--- src/slc_map.svh ---
// register offsets, field positions, reset values and limits of the link setup block
`ifndef SLC_MAP_SVH
`define SLC_MAP_SVH
`define SLC_OFS_CHIP_MODE  12'h200
`define SLC_OFS_DCM        12'h201
`define SLC_OFS_LRC        12'h56e
`define SLC_OFS_STATUS     12'h56f
`define SLC_OFS_QSETUP     12'h570
`define SLC_OFS_PWR        12'h571
`define SLC_OFS_KCFG       12'h58b
`define SLC_OFS_NCS        12'h58c
`define SLC_OFS_WORD       12'h58d
`define SLC_RST_CHIP_MODE  8'h00
`define SLC_RST_DCM        8'h01
`define SLC_RST_LRC        8'h00
`define SLC_RST_QSETUP     8'h88
`define SLC_RST_PWR        8'h00
`define SLC_RST_KCFG       8'h1f
`define SLC_RST_NCS        8'h0d
`define SLC_RST_WORD       8'h01
`define SLC_BIT_LLR        4
`define SLC_BIT_LOCK       7
`define SLC_BIT_PD         0
`define SLC_BIT_QIGN       5
`define SLC_BIT_WORD16     0
`define SLC_BIT_K_ERR      0
`define SLC_BIT_NCS_ERR    1
`define SLC_BIT_M_ERR      2
`define SLC_BIT_CODE_ERR   3
`define SLC_CS_LSB         6
`define SLC_NP_WIDE        5'h10
`define SLC_NP_NARROW      5'h08
`define SLC_RATE_NUM       11'h00a
`define SLC_RATE_DEN_LG    11'h003
`define SLC_K_MAX          6'h20
`define SLC_K_MIN_F1       6'h14
`define SLC_K_MIN_F2       6'h0c
`define SLC_K_MIN_F4       6'h08
`define SLC_N_MIN_WIDE     5'h08
`define SLC_N_MAX_WIDE     5'h10
`define SLC_N_MIN_NARROW   5'h07
`define SLC_N_MAX_NARROW   5'h08
`define SLC_CS_MAX_NARROW  2'h1
`endif

--- src/slc_pkg.sv ---
// types shared by the link setup block
package slc_pkg;
   typedef struct packed {
      logic       known;
      logic [2:0] l;
      logic [3:0] m;
      logic [4:0] f;
   } slc_qcfg_type;

   typedef struct packed {
      logic [2:0] l;
      logic [3:0] m;
      logic [4:0] f;
      logic [4:0] np;
      logic [7:0] mult;
      logic [7:0] chip_decimation_ratio;
   } slc_act_type;

   typedef struct packed {
      logic [7:0]   chip_mode;
      logic [7:0]   chip_decimation_ratio;
      logic [7:0]   lrc;
      logic [7:0]   qsetup;
      logic [7:0]   pwr;
      logic [7:0]   kcfg;
      logic [7:0]   ncs;
      logic [7:0]   word;
      slc_act_type  act;
      logic         link_up;
      logic [7:0]   div_cnt;
      logic         tick;
      logic [15:0]  conv0;
      logic [15:0]  conv1;
      logic [3:0]   lane_en;
      logic         lock;
      logic [7:0]   rdata;
   } slc_state_type;
endpackage

--- src/slc_link_cfg.sv ---
// serial output link setup: registers, parameter checks, applied link state and sample framing
// Overview of operation
// - all four lanes share one parameter set
// - downconverter modes use virtual converter count
// - lane rate is M*N'*10/8*fout/L
// - fout is clock over decimation register ratio
// - quick setup write sets L, M, F
// - codes 88 and 89 give four-lane two-converter
// - K multiple of four, F-dependent minimum
// - N limits per word width, CS limit for 8-bit words only
// - status bit 7 reports serializer clock lock while the link is up, and reads 0 while the link is down
// - I to first converter, Q to second
`include "slc_map.svh"
module slc_link_cfg #(
   parameter int SAMPLE_W = 16
) (
   input  wire logic                ref_clk_in,
   input  wire logic                rst_in,
   input  wire logic [11:0]         reg_addr_in,
   input  wire logic                reg_wr_in,
   input  wire logic                reg_rd_in,
   input  wire logic [7:0]          reg_wdata_in,
   output logic      [7:0]          reg_rdata_out,
   input  wire logic                pll_lock_in,
   input  wire logic [SAMPLE_W-1:0] sample_i_in,
   input  wire logic [SAMPLE_W-1:0] sample_q_in,
   output logic      [3:0]          lane_en_out,
   output logic      [SAMPLE_W-1:0] conv0_out,
   output logic      [SAMPLE_W-1:0] conv1_out,
   output logic                     frame_valid_out,
   output logic                     link_up_out,
   output logic                     low_line_rate_out,
   output logic      [7:0]          lane_rate_mult_out
);
   if (SAMPLE_W < 8 || SAMPLE_W > 16) begin : g_width_check
      $error("slc_link_cfg: SAMPLE_W must be 8 to 16");
   end

   localparam slc_pkg::slc_state_type RST_STATE = '{
      chip_mode: `SLC_RST_CHIP_MODE, chip_decimation_ratio: `SLC_RST_DCM, lrc: `SLC_RST_LRC,
      qsetup: `SLC_RST_QSETUP, pwr: `SLC_RST_PWR, kcfg: `SLC_RST_KCFG,
      ncs: `SLC_RST_NCS, word: `SLC_RST_WORD, default: '0};

   slc_pkg::slc_state_type s_q;
   slc_pkg::slc_state_type s_d;
   slc_pkg::slc_qcfg_type  dec;
   logic [3:0]             vconv;
   logic [3:0]             m_eff;
   logic [4:0]             np;
   logic [5:0]             k_val;
   logic [4:0]             n_val;
   logic                   k_err;
   logic                   ncs_err;
   logic                   m_err;
   logic                   cfg_ok;
   logic [7:0]             status;
   logic [10:0]            prod;

   function automatic logic [10:0] lane_lg(input logic [2:0] l);
      case (l)
         3'h2:    lane_lg = 11'h001;
         3'h4:    lane_lg = 11'h002;
         default: lane_lg = 11'h000;
      endcase
   endfunction

   function automatic logic [3:0] lane_mask(input logic [2:0] l);
      case (l)
         3'h1:    lane_mask = 4'h1;
         3'h2:    lane_mask = 4'h3;
         3'h4:    lane_mask = 4'hf;
         default: lane_mask = 4'h0;
      endcase
   endfunction

   slc_qcfg_decode u_decode (
      .code_in   (s_q.qsetup),
      .word16_in (s_q.word[`SLC_BIT_WORD16]),
      .cfg_out   (dec)
   );

   always_comb begin
      // virtual converter count from chip mode and Q-ignore
      case (s_q.chip_mode[1:0])
         2'h1:    vconv = s_q.chip_mode[`SLC_BIT_QIGN] ? 4'h1 : 4'h2;
         2'h2:    vconv = s_q.chip_mode[`SLC_BIT_QIGN] ? 4'h2 : 4'h4;
         2'h3:    vconv = s_q.chip_mode[`SLC_BIT_QIGN] ? 4'h4 : 4'h8;
         default: vconv = 4'h2;
      endcase
      m_eff = (s_q.chip_mode[1:0] != 2'h0) ? vconv : dec.m;
      m_err = (s_q.chip_mode[1:0] != 2'h0) && (dec.m != vconv);
      np    = s_q.word[`SLC_BIT_WORD16] ? `SLC_NP_WIDE : `SLC_NP_NARROW;
      k_val = {1'b0, s_q.kcfg[4:0]} + 6'h01;
      n_val = s_q.ncs[4:0] + 5'h01;
      if (dec.f == 5'h01) begin
         k_err = k_val < `SLC_K_MIN_F1;
      end else if (dec.f == 5'h02) begin
         k_err = k_val < `SLC_K_MIN_F2;
      end else begin
         k_err = k_val < `SLC_K_MIN_F4;
      end
      k_err = k_err || (k_val[1:0] != 2'h0) || (k_val > `SLC_K_MAX);
      if (s_q.word[`SLC_BIT_WORD16]) begin
         ncs_err = (n_val < `SLC_N_MIN_WIDE) || (n_val > `SLC_N_MAX_WIDE);
      end else begin
         ncs_err = (n_val < `SLC_N_MIN_NARROW) || (n_val > `SLC_N_MAX_NARROW)
                   || (s_q.ncs[7:`SLC_CS_LSB] > `SLC_CS_MAX_NARROW);
      end
      cfg_ok = dec.known && !k_err && !ncs_err && !m_err;
      prod   = 11'(m_eff) * 11'(np) * `SLC_RATE_NUM;
      status = '0;
      status[`SLC_BIT_LOCK]     = s_q.lock && s_q.link_up;
      status[`SLC_BIT_K_ERR]    = k_err;
      status[`SLC_BIT_NCS_ERR]  = ncs_err;
      status[`SLC_BIT_M_ERR]    = m_err;
      status[`SLC_BIT_CODE_ERR] = !dec.known;
   end

   always_comb begin
      s_d      = s_q;
      s_d.tick = 1'b0;
      if (reg_wr_in) begin
         case (reg_addr_in)
            `SLC_OFS_CHIP_MODE: s_d.chip_mode = reg_wdata_in;
            `SLC_OFS_DCM:       s_d.chip_decimation_ratio = reg_wdata_in;
            `SLC_OFS_LRC:       s_d.lrc = reg_wdata_in;
            `SLC_OFS_QSETUP:    s_d.qsetup = reg_wdata_in;
            `SLC_OFS_PWR:       s_d.pwr = reg_wdata_in;
            `SLC_OFS_KCFG:      s_d.kcfg = reg_wdata_in;
            `SLC_OFS_NCS:       s_d.ncs = reg_wdata_in;
            `SLC_OFS_WORD:      s_d.word = reg_wdata_in;
            default:            s_d.rdata = s_q.rdata;
         endcase
      end
      if (reg_rd_in) begin
         case (reg_addr_in)
            `SLC_OFS_CHIP_MODE: s_d.rdata = s_q.chip_mode;
            `SLC_OFS_DCM:       s_d.rdata = s_q.chip_decimation_ratio;
            `SLC_OFS_LRC:       s_d.rdata = s_q.lrc;
            `SLC_OFS_STATUS:    s_d.rdata = status;
            `SLC_OFS_QSETUP:    s_d.rdata = s_q.qsetup;
            `SLC_OFS_PWR:       s_d.rdata = s_q.pwr;
            `SLC_OFS_KCFG:      s_d.rdata = s_q.kcfg;
            `SLC_OFS_NCS:       s_d.rdata = s_q.ncs;
            `SLC_OFS_WORD:      s_d.rdata = s_q.word;
            default:            s_d.rdata = 8'h00;
         endcase
      end
      s_d.lock = pll_lock_in && s_q.link_up;
      if (s_q.pwr[`SLC_BIT_PD]) begin
         // powered down: lanes quiet, samples cleared
         s_d.link_up = 1'b0;
         s_d.lane_en = 4'h0;
         s_d.conv0   = '0;
         s_d.conv1   = '0;
         s_d.div_cnt = '0;
      end else if (!s_q.link_up) begin
         if (cfg_ok) begin
            // new parameters take effect only here, at power up
            s_d.link_up  = 1'b1;
            s_d.act.l    = dec.l;
            s_d.act.m    = m_eff;
            s_d.act.f    = dec.f;
            s_d.act.np   = np;
            s_d.act.mult = 8'(prod >> (`SLC_RATE_DEN_LG + lane_lg(dec.l)));
            s_d.act.chip_decimation_ratio  = (s_q.chip_decimation_ratio == 8'h00) ? 8'h01 : s_q.chip_decimation_ratio;
            s_d.lane_en  = lane_mask(dec.l);
         end
      end else begin
         // output sample rate enable: one pulse per decimation period
         if (s_q.div_cnt >= s_q.act.chip_decimation_ratio - 8'h01) begin
            s_d.div_cnt = '0;
            s_d.tick    = 1'b1;
            s_d.conv0   = 16'(sample_i_in);
            s_d.conv1   = (s_q.act.m >= 4'h2) ? 16'(sample_q_in) : 16'h0000;
         end else begin
            s_d.div_cnt = s_q.div_cnt + 8'h01;
         end
      end
   end

   always_ff @(posedge ref_clk_in) begin
      if (rst_in) begin
         s_q <= RST_STATE;
      end else begin
         s_q <= s_d;
      end
   end

   assign reg_rdata_out      = s_q.rdata;
   assign lane_en_out        = s_q.lane_en;
   assign conv0_out          = s_q.conv0[SAMPLE_W-1:0];
   assign conv1_out          = s_q.conv1[SAMPLE_W-1:0];
   assign frame_valid_out    = s_q.tick;
   assign link_up_out        = s_q.link_up;
   assign low_line_rate_out  = s_q.lrc[`SLC_BIT_LLR];
   assign lane_rate_mult_out = s_q.act.mult;

   lanes_quiet_a: assert property (@(posedge ref_clk_in) disable iff (rst_in)
      !link_up_out |-> (lane_en_out == 4'h0) && !frame_valid_out)
      else $error("lanes active while link down");
   lane_mask_a: assert property (@(posedge ref_clk_in) disable iff (rst_in)
      link_up_out |-> lane_en_out == lane_mask(s_q.act.l))
      else $error("lane enables differ from shared lane count");
   quick_88_a: assert property (@(posedge ref_clk_in) disable iff (rst_in)
      reg_wr_in && reg_addr_in == `SLC_OFS_QSETUP && reg_wdata_in == 8'h88 && s_q.word[`SLC_BIT_WORD16]
      |=> dec.known && dec.l == 3'h4 && dec.m == 4'h2 && dec.f == 5'h01)
      else $error("code 88 did not select 4 lanes 2 converters 1 octet");
   quick_step_a: assert property (@(posedge ref_clk_in) disable iff (rst_in)
      reg_wr_in && reg_addr_in == `SLC_OFS_QSETUP |=> s_q.qsetup == $past(reg_wdata_in))
      else $error("quick setup write not taken");
   rate_88_a: assert property (@(posedge ref_clk_in) disable iff (rst_in)
      $rose(link_up_out) && s_q.act.l == 3'h4 && s_q.act.m == 4'h2 && s_q.act.np == 5'h10
      |-> lane_rate_mult_out == 8'h0a)
      else $error("lane rate multiplier wrong for four lanes two converters");
   dcm_two_a: assert property (@(posedge ref_clk_in) disable iff (rst_in)
      frame_valid_out && s_q.act.chip_decimation_ratio == 8'h02 && !s_q.pwr[0] && !(reg_wr_in && reg_addr_in == `SLC_OFS_PWR)
      |=> !frame_valid_out ##1 frame_valid_out)
      else $error("sample enable not every second cycle");
   k_f1_a: assert property (@(posedge ref_clk_in) disable iff (rst_in)
      dec.f == 5'h01 && s_q.kcfg[4:0] == 5'h0f |-> k_err)
      else $error("K of 16 accepted with one octet per frame");
   ncs_narrow_a: assert property (@(posedge ref_clk_in) disable iff (rst_in)
      !s_q.word[0] && s_q.ncs[4:0] == 5'h08 |-> ncs_err)
      else $error("N of 9 accepted with 8-bit words");
   vconv_m_a: assert property (@(posedge ref_clk_in) disable iff (rst_in)
      $rose(link_up_out) && $past(s_q.chip_mode) == 8'h03 |-> s_q.act.m == 4'h8)
      else $error("four complex downconverters did not give M of 8");
   lock_bit_a: assert property (@(posedge ref_clk_in) disable iff (rst_in)
      reg_rd_in && reg_addr_in == `SLC_OFS_STATUS && !link_up_out |=> !reg_rdata_out[7])
      else $error("lock shown while link down");
   pair_map_a: assert property (@(posedge ref_clk_in) disable iff (rst_in)
      frame_valid_out && s_q.act.m >= 4'h2 |-> conv0_out == $past(sample_i_in) && conv1_out == $past(sample_q_in))
      else $error("I or Q on wrong converter");
   apply_hold_a: assert property (@(posedge ref_clk_in) disable iff (rst_in)
      link_up_out && $past(link_up_out) |-> $stable(s_q.act))
      else $error("parameters changed while link up");
endmodule

--- src/slc_qcfg_decode.sv ---
// quick configuration code to lane, converter and octet counts
module slc_qcfg_decode (
   input  wire logic [7:0]            code_in,
   input  wire logic                  word16_in,
   output slc_pkg::slc_qcfg_type      cfg_out
);
   always_comb begin
      cfg_out = '0;
      if (word16_in) begin
         case (code_in)
            8'h01:   cfg_out = '{1'b1, 3'h1, 4'h1, 5'h02};
            8'h40:   cfg_out = '{1'b1, 3'h2, 4'h1, 5'h01};
            8'h41:   cfg_out = '{1'b1, 3'h2, 4'h1, 5'h02};
            8'h80:   cfg_out = '{1'b1, 3'h4, 4'h1, 5'h01};
            8'h81:   cfg_out = '{1'b1, 3'h4, 4'h1, 5'h02};
            8'h0a:   cfg_out = '{1'b1, 3'h1, 4'h2, 5'h04};
            8'h49:   cfg_out = '{1'b1, 3'h2, 4'h2, 5'h02};
            8'h88:   cfg_out = '{1'b1, 3'h4, 4'h2, 5'h01};
            8'h89:   cfg_out = '{1'b1, 3'h4, 4'h2, 5'h02};
            8'h13:   cfg_out = '{1'b1, 3'h1, 4'h4, 5'h08};
            8'h52:   cfg_out = '{1'b1, 3'h2, 4'h4, 5'h04};
            8'h91:   cfg_out = '{1'b1, 3'h4, 4'h4, 5'h02};
            8'h1c:   cfg_out = '{1'b1, 3'h1, 4'h8, 5'h10};
            8'h5b:   cfg_out = '{1'b1, 3'h2, 4'h8, 5'h08};
            8'h9a:   cfg_out = '{1'b1, 3'h4, 4'h8, 5'h04};
            default: cfg_out = '0;
         endcase
      end else begin
         case (code_in)
            8'h00:   cfg_out = '{1'b1, 3'h1, 4'h1, 5'h01};
            8'h01:   cfg_out = '{1'b1, 3'h1, 4'h1, 5'h02};
            8'h40:   cfg_out = '{1'b1, 3'h2, 4'h1, 5'h01};
            8'h41:   cfg_out = '{1'b1, 3'h2, 4'h1, 5'h02};
            8'h42:   cfg_out = '{1'b1, 3'h2, 4'h1, 5'h04};
            8'h80:   cfg_out = '{1'b1, 3'h4, 4'h1, 5'h01};
            8'h81:   cfg_out = '{1'b1, 3'h4, 4'h1, 5'h02};
            8'h09:   cfg_out = '{1'b1, 3'h1, 4'h2, 5'h02};
            8'h48:   cfg_out = '{1'b1, 3'h2, 4'h2, 5'h01};
            8'h49:   cfg_out = '{1'b1, 3'h2, 4'h2, 5'h02};
            8'h88:   cfg_out = '{1'b1, 3'h4, 4'h2, 5'h01};
            8'h89:   cfg_out = '{1'b1, 3'h4, 4'h2, 5'h02};
            8'h8a:   cfg_out = '{1'b1, 3'h4, 4'h2, 5'h04};
            default: cfg_out = '0;
         endcase
      end
   end
endmodule

--- config.mk ---
export PLATFORM = sky130hd
export DESIGN_NAME = slc_link_cfg
export DESIGN_NICKNAME = d
export VERILOG_FILES = /design/src/slc_pkg.sv /design/src/slc_link_cfg.sv /design/src/slc_qcfg_decode.sv
export VERILOG_INCLUDE_DIRS = /design/src /design/src/src
export SDC_FILE = /design/constraint.sdc
export NUM_CORES = 1
export LEC_CHECK = 0
export ABC_AREA = 1
export BUFFER_PORTS_ARGS = -buffer_cell sky130_fd_sc_hd__buf_4
export CAP_MARGIN = 15
export CORE_ASPECT_RATIO = 1.25
export CORE_MARGIN = 3
export CORE_UTILIZATION = 30
export CTS_CLUSTER_SIZE = 25
export DETAILED_ROUTE_END_ITERATION = 16
export PLACE_DENSITY = 0.46
export SETUP_SLACK_MARGIN = 0.15
export SLEW_MARGIN = 20
export SYNTH_ARGS = -nofsm -noshare
export SYNTH_HDL_FRONTEND = slang
export SYNTH_SLANG_ARGS = --single-unit
export TNS_END_PERCENT = 100
--- constraint.sdc ---
create_clock -name ref_clk_in -period 4.42 [get_ports ref_clk_in]
set_input_delay 0.221 -clock ref_clk_in [delete_from_list [all_inputs] [get_ports ref_clk_in]]
set_output_delay 0.221 -clock ref_clk_in [all_outputs]
set_load 0.01 [all_outputs]
==> results of run 1 <==
==> path summary, 6_finish.rpt <==
| kind | endpoint | slack (ps) | start |
|---|---|---|---|
| worst max register to register | lane_rate_mult_out[6] | 680 | s_q[122] |
| worst min register to register | s_q[147] | 460 | s_q[147] |
| worst min-delay path | s_q[8] | 40 | pll_lock_in |
| worst max-delay path | lane_rate_mult_out[6] | 680 | s_q[122] |
==> cells in the final DEF (no fill, tap or decap), types with 6 or more instances in the layout <==
cell | synthesis | layout
o221ai_1 | 6 | 6
nor2_2 | 8 | 8
ha_1 | 25 | 25
nor3_1 | 18 | 18
inv_2 | 7 | 8
nor2_1 | 90 | 90
nand2_1 | 264 | 264
dfxtp_1 | 137 | 137
o211ai_1 | 16 | 16
nand4_1 | 9 | 9
o22ai_1 | 7 | 7
buf_4 | 52 | 118
inv_1 | 100 | 100
clkinv_1 | 9 | 8
xor2_1 | 11 | 11
nand3_1 | 76 | 76
o21ai_0 | 79 | 79
a21oi_1 | 95 | 95
nand2_2 | 8 | 8
xnor2_1 | 8 | 8
clkbuf_16 | 0 | 17
a211oi_1 | 13 | 13
==> metal layers <==
| layer | track usage | wire length, um | vias up | share of wire |
|---|---|---|---|---|
| met5 | 0 | 0 | - | 0 |
| met2 | 0.311 | 11800 | 195 | 0.49 |
| met1 | 0.207 | 10600 | 3301 | 0.44 |
| met4 | 0.0659 | 724 | 0 | 0.030 |
| li1 | - | - | 3767 | - |
| met3 | 0.0299 | 1160 | 35 | 0.048 |
==> per-stage QoR <==
stage	total power, uW	cells	utilization
finish	2910	1521	0.360
global route	3020	1521	0.360
CTS	2950	1521	0.360
detailed placement	1480	1489	0.337
global placement	1480	1489	0.337
floorplan	1390	1119	-
==> kinds of logic (layout without fill, tap and decap cells) <==
family,count (synthesis),in the layout,synth area share
xor gates and xnor gates,19,19,0.0215
and+or+nand+nor,496,496,0.280
AOI/OAI and AO/OA,238,238,0.175
DFF,137,137,0.355
other,1,3,0.000485
adders and majority gates,26,26,0.0431
buffers and inverters,200,267,0.125
==> area by class of cell <==
| type | count | area [um^2] |
|---|---|---|
| clock buffers | 18 | 429 |
| fillers | 2787 | 16200 |
| inverters | 117 | 442 |
| repair buffers | 118 | 886 |
| clock inverters | 14 | 160 |
| flip-flops and latches | 137 | 2740 |
| multi-input cells | 782 | 4030 |
| well taps | 335 | 419 |
==> state kept, by name (all words and copies together), names as in the netlist <==
signal              count
reg_rdata_out           8
conv0_out              16
link_up_out             1
conv1_out              16
low_line_rate_out       1
lane_rate_mult_out      8
s_q                    83
frame_valid_out         1
lane_en_out             3
==> worst max-delay path, cell delays in order (launching register included) <==
cell,delay (ps)
dfxtp_1,460
inv_1,100
nand2_2,140
nor2_2,60
nand2_1,110
nand3_2,100
nand2_1,80
o21ai_0,110
inv_1,90
nor2_1,40
ha_1,310
ha_1,300
xor2_1,180
ha_1,310
inv_1,60
fa_1,430
xnor2_1,220
nand2_1,100
nand3_1,120
nand3_1,70
o21ai_0,80
nand2_1,70
a21oi_1,110
==> where the power goes <==
group          switching, uW  leakage, uW  internal, uW
clock                    612     0.000286           845
sequential              7.38      0.00111          1240
combinational            119      0.00264          80.1
==> flow_summary.ini, run 1 <==
[cts]
clk_pin_slew_ps = 60
cts_max_level = 4
cts_setup_buffers = 0
postCtsHoldBufs = 0
cts_root_buf = clkbuf_16
cts_buffer_depth = 2
clk_latency_ps = 430
cts_resized = 0
cts_tree = built
cts_made_buffers = 17
cts.sinks = 137

[route]
drtPass1Iterations = 5
num_vias = 7298
drcViolationCount = 0
wl_per_cell_um = 16.0
wirelength_um = 24300
viasPerCell = 4.80
ant_nets = 0
first_iter_violations = 316

[power]
cellPowerDensity_nw_per_um2 = 319
power_leakage_uw = 0.00403
ir_worst_vdd_mv = 0.263

[synthesis]
synth_edf_count = 0
synth_area_um2 = 7730
synth_top_area_share = 0.355
synthTopCellsByCount = 264 x nand2_1, 137 x dfxtp_1, 100 x inv_1
yosysMostFrequentCell = nand2_1
ys_dominant_reg_cell = dfxtp_1
synthCells = 1117
yosysTopAreaCell = dfxtp_1
ys_top_cells_by_area = dfxtp_1 35%, nand2_1 13%, a21oi_1 6.2%
synth-seq-cells = 137
syn_area_per_cell_um2 = 6.92
ys.warnings.count = 0
synth.yosys.seq_area_share = 0.355
async_reset_ff_frac = 0
yosysUniqueCellTypes = 52

[timing]
maxSlewViolCount = 0
hold_ws_ps = 43.1
tns_ps = 0
fin_crit_sh = 0.846
fmax_mhz = 267
min_period_ps = 3740
fin_ws_ps = 680
rsz0062_at_grt = no
setup_violations = 0
hold_viol_final = 0
worst_pin_slew_ps = 1050
slew_headroom = 0.299
fin_skew_ps = 15.0

[global_routing]
grt_max_degree = 56
grt_pass1_wl_um = 37900
overflow = 0
grt_use_total = 0.174
grt_pass1_vias = 7016
antenna_found_initial = 0

[floorplan]
initial_core_util = 0.306
fp.dieH_um = 185
die_area_um2 = 27700
rows = 65
die_x_um = 150
coreArea_um2 = 25300
ios = 112

[placed_design]
dpl_worst_slack_ps = 689
port_buffers = 111
gp_congestion = 0.900
dp.final_hpwl_um = 18800
postPlaceCellArea_um2 = 8520

[final_layout]
fin_area_um2 = 9100
antenna_cells = 0
syn2layout_area_growth_pct = 17.8
nets = 1256
drive_above_1_share = 0.159

[critical_path]
reg2reg_depth = 22
worstPathRequired_ps = 4780
cp.arrival_ps = 4090
end_kind = register
criticalPathCategory = register to register
start_kind = register
crit_fanout = 5

[run_status]
status = finished clean

[flow_run]
maxCapViolCount = 0

[hold_path]
hold_path_class = input pin to register
min_path_cells = 3
(Power assumes the default switching activity.)
==> inputs of run 2 (changes only) <==
--- a/config.mk
+++ b/config.mk
@@ -6,7 +6,7 @@
 export SDC_FILE = /design/constraint.sdc
 export NUM_CORES = 1
 export LEC_CHECK = 0
-export ABC_AREA = 1
+export ABC_AREA = 0
 export BUFFER_PORTS_ARGS = -buffer_cell sky130_fd_sc_hd__buf_4
 export CAP_MARGIN = 15
 export CORE_ASPECT_RATIO = 1.25
==> constraint.sdc (replaced) <==
create_clock -name ref_clk_in -period 3.69 [get_ports ref_clk_in]
set_input_delay 0.1845 -clock ref_clk_in [delete_from_list [all_inputs] [get_ports ref_clk_in]]
set_output_delay 0.1845 -clock ref_clk_in [all_outputs]
set_load 0.01 [all_outputs]
==> flow_summary.ini, run 2 <==
[cts]
cts_root_buf = clkbuf_16
cts_tree = built
clk_pin_slew_ps = 70
cts_max_level = 4
cts_made_buffers = 17
clk_latency_ps = 430
cts_buffer_depth = 2
cts.sinks = 137

[synthesis]
synth.yosys.seq_area_share = 0.344
synth-seq-cells = 137
synth_edf_count = 0
synth_area_um2 = 7970
async_reset_ff_frac = 0
yosysTopAreaCell = dfxtp_1
ys.warnings.count = 0
ys_dominant_reg_cell = dfxtp_1
synth_top_area_share = 0.344
synthCells = 1030
yosysUniqueCellTypes = 76
yosysMostFrequentCell = nand2_1
synthTopCellsByCount = 188 x nand2_1, 137 x dfxtp_1, 75 x nor2_1
syn_area_per_cell_um2 = 7.74
ys_top_cells_by_area = dfxtp_1 34%, nand2_1 8.9%, mux2i_1 5.8%

[final_layout]
mostFrequentLayoutCell = buf_4
syn2layout_area_growth_pct = 32.2
antenna_cells = 0
fin_area_um2 = 10500
regMostFlops = s_q
drive_above_1_share = 0.260
final_util = 0.404
largest_reg_flops = 83
final_cell_mix = 196 x buf_4, 187 x nand2_1, 130 x dfxtp_1, 73 x nor2_1, 69 x a21oi_1
nets = 1251

[flow_run]
maxCapViolCount = 0

[route]
ant_nets = 0
viasPerCell = 5.01
num_vias = 7619
drcViolationCount = 0
wl_per_cell_um = 17.1
first_iter_violations = 399
drtPass1Iterations = 7
wirelength_um = 26100

[power]
comb_power_share = 0.100
switchingPower_uw = 936
internal_power_uw = 2620
power_frac_seq = 0.424
sw_frac_of_total = 0.264
cellPowerDensity_nw_per_um2 = 337
ir_worst_vdd_mv = 0.310
power_leakage_uw = 0.00438
p_clk_frac = 0.476

[placed_design]
port_buffers = 111
gp_congestion = 0.843
dp.final_hpwl_um = 18700
postPlaceCellArea_um2 = 9230

[critical_path]
end_kind = register
cp_cell_sequence = buf_6 -> or3b_4 -> or4_4 -> nand3_2 -> inv_2 -> o41ai_4 -> and2_4 -> ha_4 -> ha_4 -> xor2_2 -> ha_1 -> ha_1 -> a21o_1 -> a21oi_2 -> xnor2_2 -> mux4_2 -> o21ai_1 -> mux2i_1
worstPathRequired_ps = 4000
cp_slowest_cell = or4_4
cp.arrival_ps = 4630
reg2reg_depth = 18
start_kind = register
cpPeakStageDelay_ps = 490
criticalPathCategory = register to register
crit_fanout = 4

[timing]
fin_ws_ps = -629
slew_headroom = 0.440
min_period_ps = 4320
worst_pin_slew_ps = 841
rsz0062_at_grt = yes
fin_skew_ps = 9.57
fin_crit_sh = 1.17
hold_viol_final = 0
maxSlewViolCount = 0
setup_violations = 9
fmax_mhz = 232

[floorplan]
coreArea_um2 = 26100
rows = 66
ios = 112
die_x_um = 152
fp.dieH_um = 188
initial_core_util = 0.305
die_area_um2 = 28600

[run_status]
violations = setup timing
status = complete, but fails checks

[global_routing]
grt_pass1_vias = 7640
grt_max_degree = 68
gr-usage-met1 = 0.219
met2_usage = 0.330
overflow = 0
grt_use_total = 0.183
antenna_found_initial = 0
top_usage_layer = met2
grt_pass1_wl_um = 41300
grt_util_met3 = 0.0257

[hold_path]
min_path_cells = 3
hold_path_class = input pin to register
==> run 2: cell types whose count changed after synthesis, sizes merged, moves of 9 or more <==
cell,delta
clkbuf,+38
o211ai,-9
nand2b,+10
nand3,-25
mux2i,+46
nand2,-85
a22oi,+10
nor2,-27
and2,+9
o21ai,-37
inv,-84
nor2b,+14
a21oi,-25
==> run 2: final timing paths <==
kind                   from                    end  slack [ps]
min          sample_q_in[8]           conv1_out[8]          20
min reg2reg        s_q[131]               s_q[131]         460
max reg2reg        s_q[125]  lane_rate_mult_out[3]        -630
max                s_q[125]  lane_rate_mult_out[3]        -630
==> run 2: power by group through the flow <==
stage | clock network, uW | logic (uW) | registers [uW]
final | 1690 | 357 | 1510
after global routing | 1790 | 393 | 1510
after global placement | 0 | 297 | 1540
after detailed placement | 0 | 298 | 1540
after floorplan | 0 | 178 | 1540
after CTS | 1740 | 336 | 1510
==> run 2: critical path, delay by kind of cell, from the launching register on <==
kind / cells / cell delay, ps
buffers and inverters: 2 / 160
muxes: 2 / 570
and+or+nand+nor: 4 / 1180
xor gates and xnor gates: 2 / 280
adders and majority gates: 4 / 790
AOI/OAI and AO/OA: 4 / 850
DFF: 1 / 350
==> run 2: cells by family after synthesis <==
family          after synthesis  share of synthesized area
other cells                   1                   0.000470
fa+ha+maj                    26                     0.0418
buf+inv                     154                      0.100
flops                       137                      0.344
xor+xnor                     23                     0.0253
mux                          52                     0.0676
simple gates                429                      0.252
compound gates              208                      0.168
==> run 2: per-layer routing <==
| metal | wire length, um | vias up |
|---|---|---|
| met4 | 552 | 0 |
| met1 | 11300 | 3590 |
| met5 | 0 | - |
| met2 | 13200 | 177 |
| li1 | - | 3822 |
| met3 | 1040 | 30 |
==> run 2: per-stage QoR <==
stage                     power, uW  hold slack [ps]  TNS (ps)  setup slack (ps)  instances
after floorplan                1720              324     -3990              -632       1032
after global placement         1840              418     -4950              -735       1435
after detailed placement       1840              426     -5250              -761       1435
after CTS                      3580             1.66     -4220              -594       1516
after global routing           3690             34.5     -5910              -813       1521
final                          3550             17.3     -4180              -629       1521
==> run 2: area by class of cell <==
type                       instances  area, um^2
clock buffer                      18         429
sequential                       137        2760
clock inverter                    14         136
timing repair buffer             246        2020
multi-input combinational        741        4660
fill                            2693       15600
inverter                          25        93.8
tap                              340         425
==> run 2: repair_timing <==
action,in CTS,in global routing
pin swaps,23,9
hold buffers,29,0
cloned,0,0
buffers inserted,20,5
hold endpoints to repair,29,0
setup endpoints to repair,8,11
resized for setup,28,35
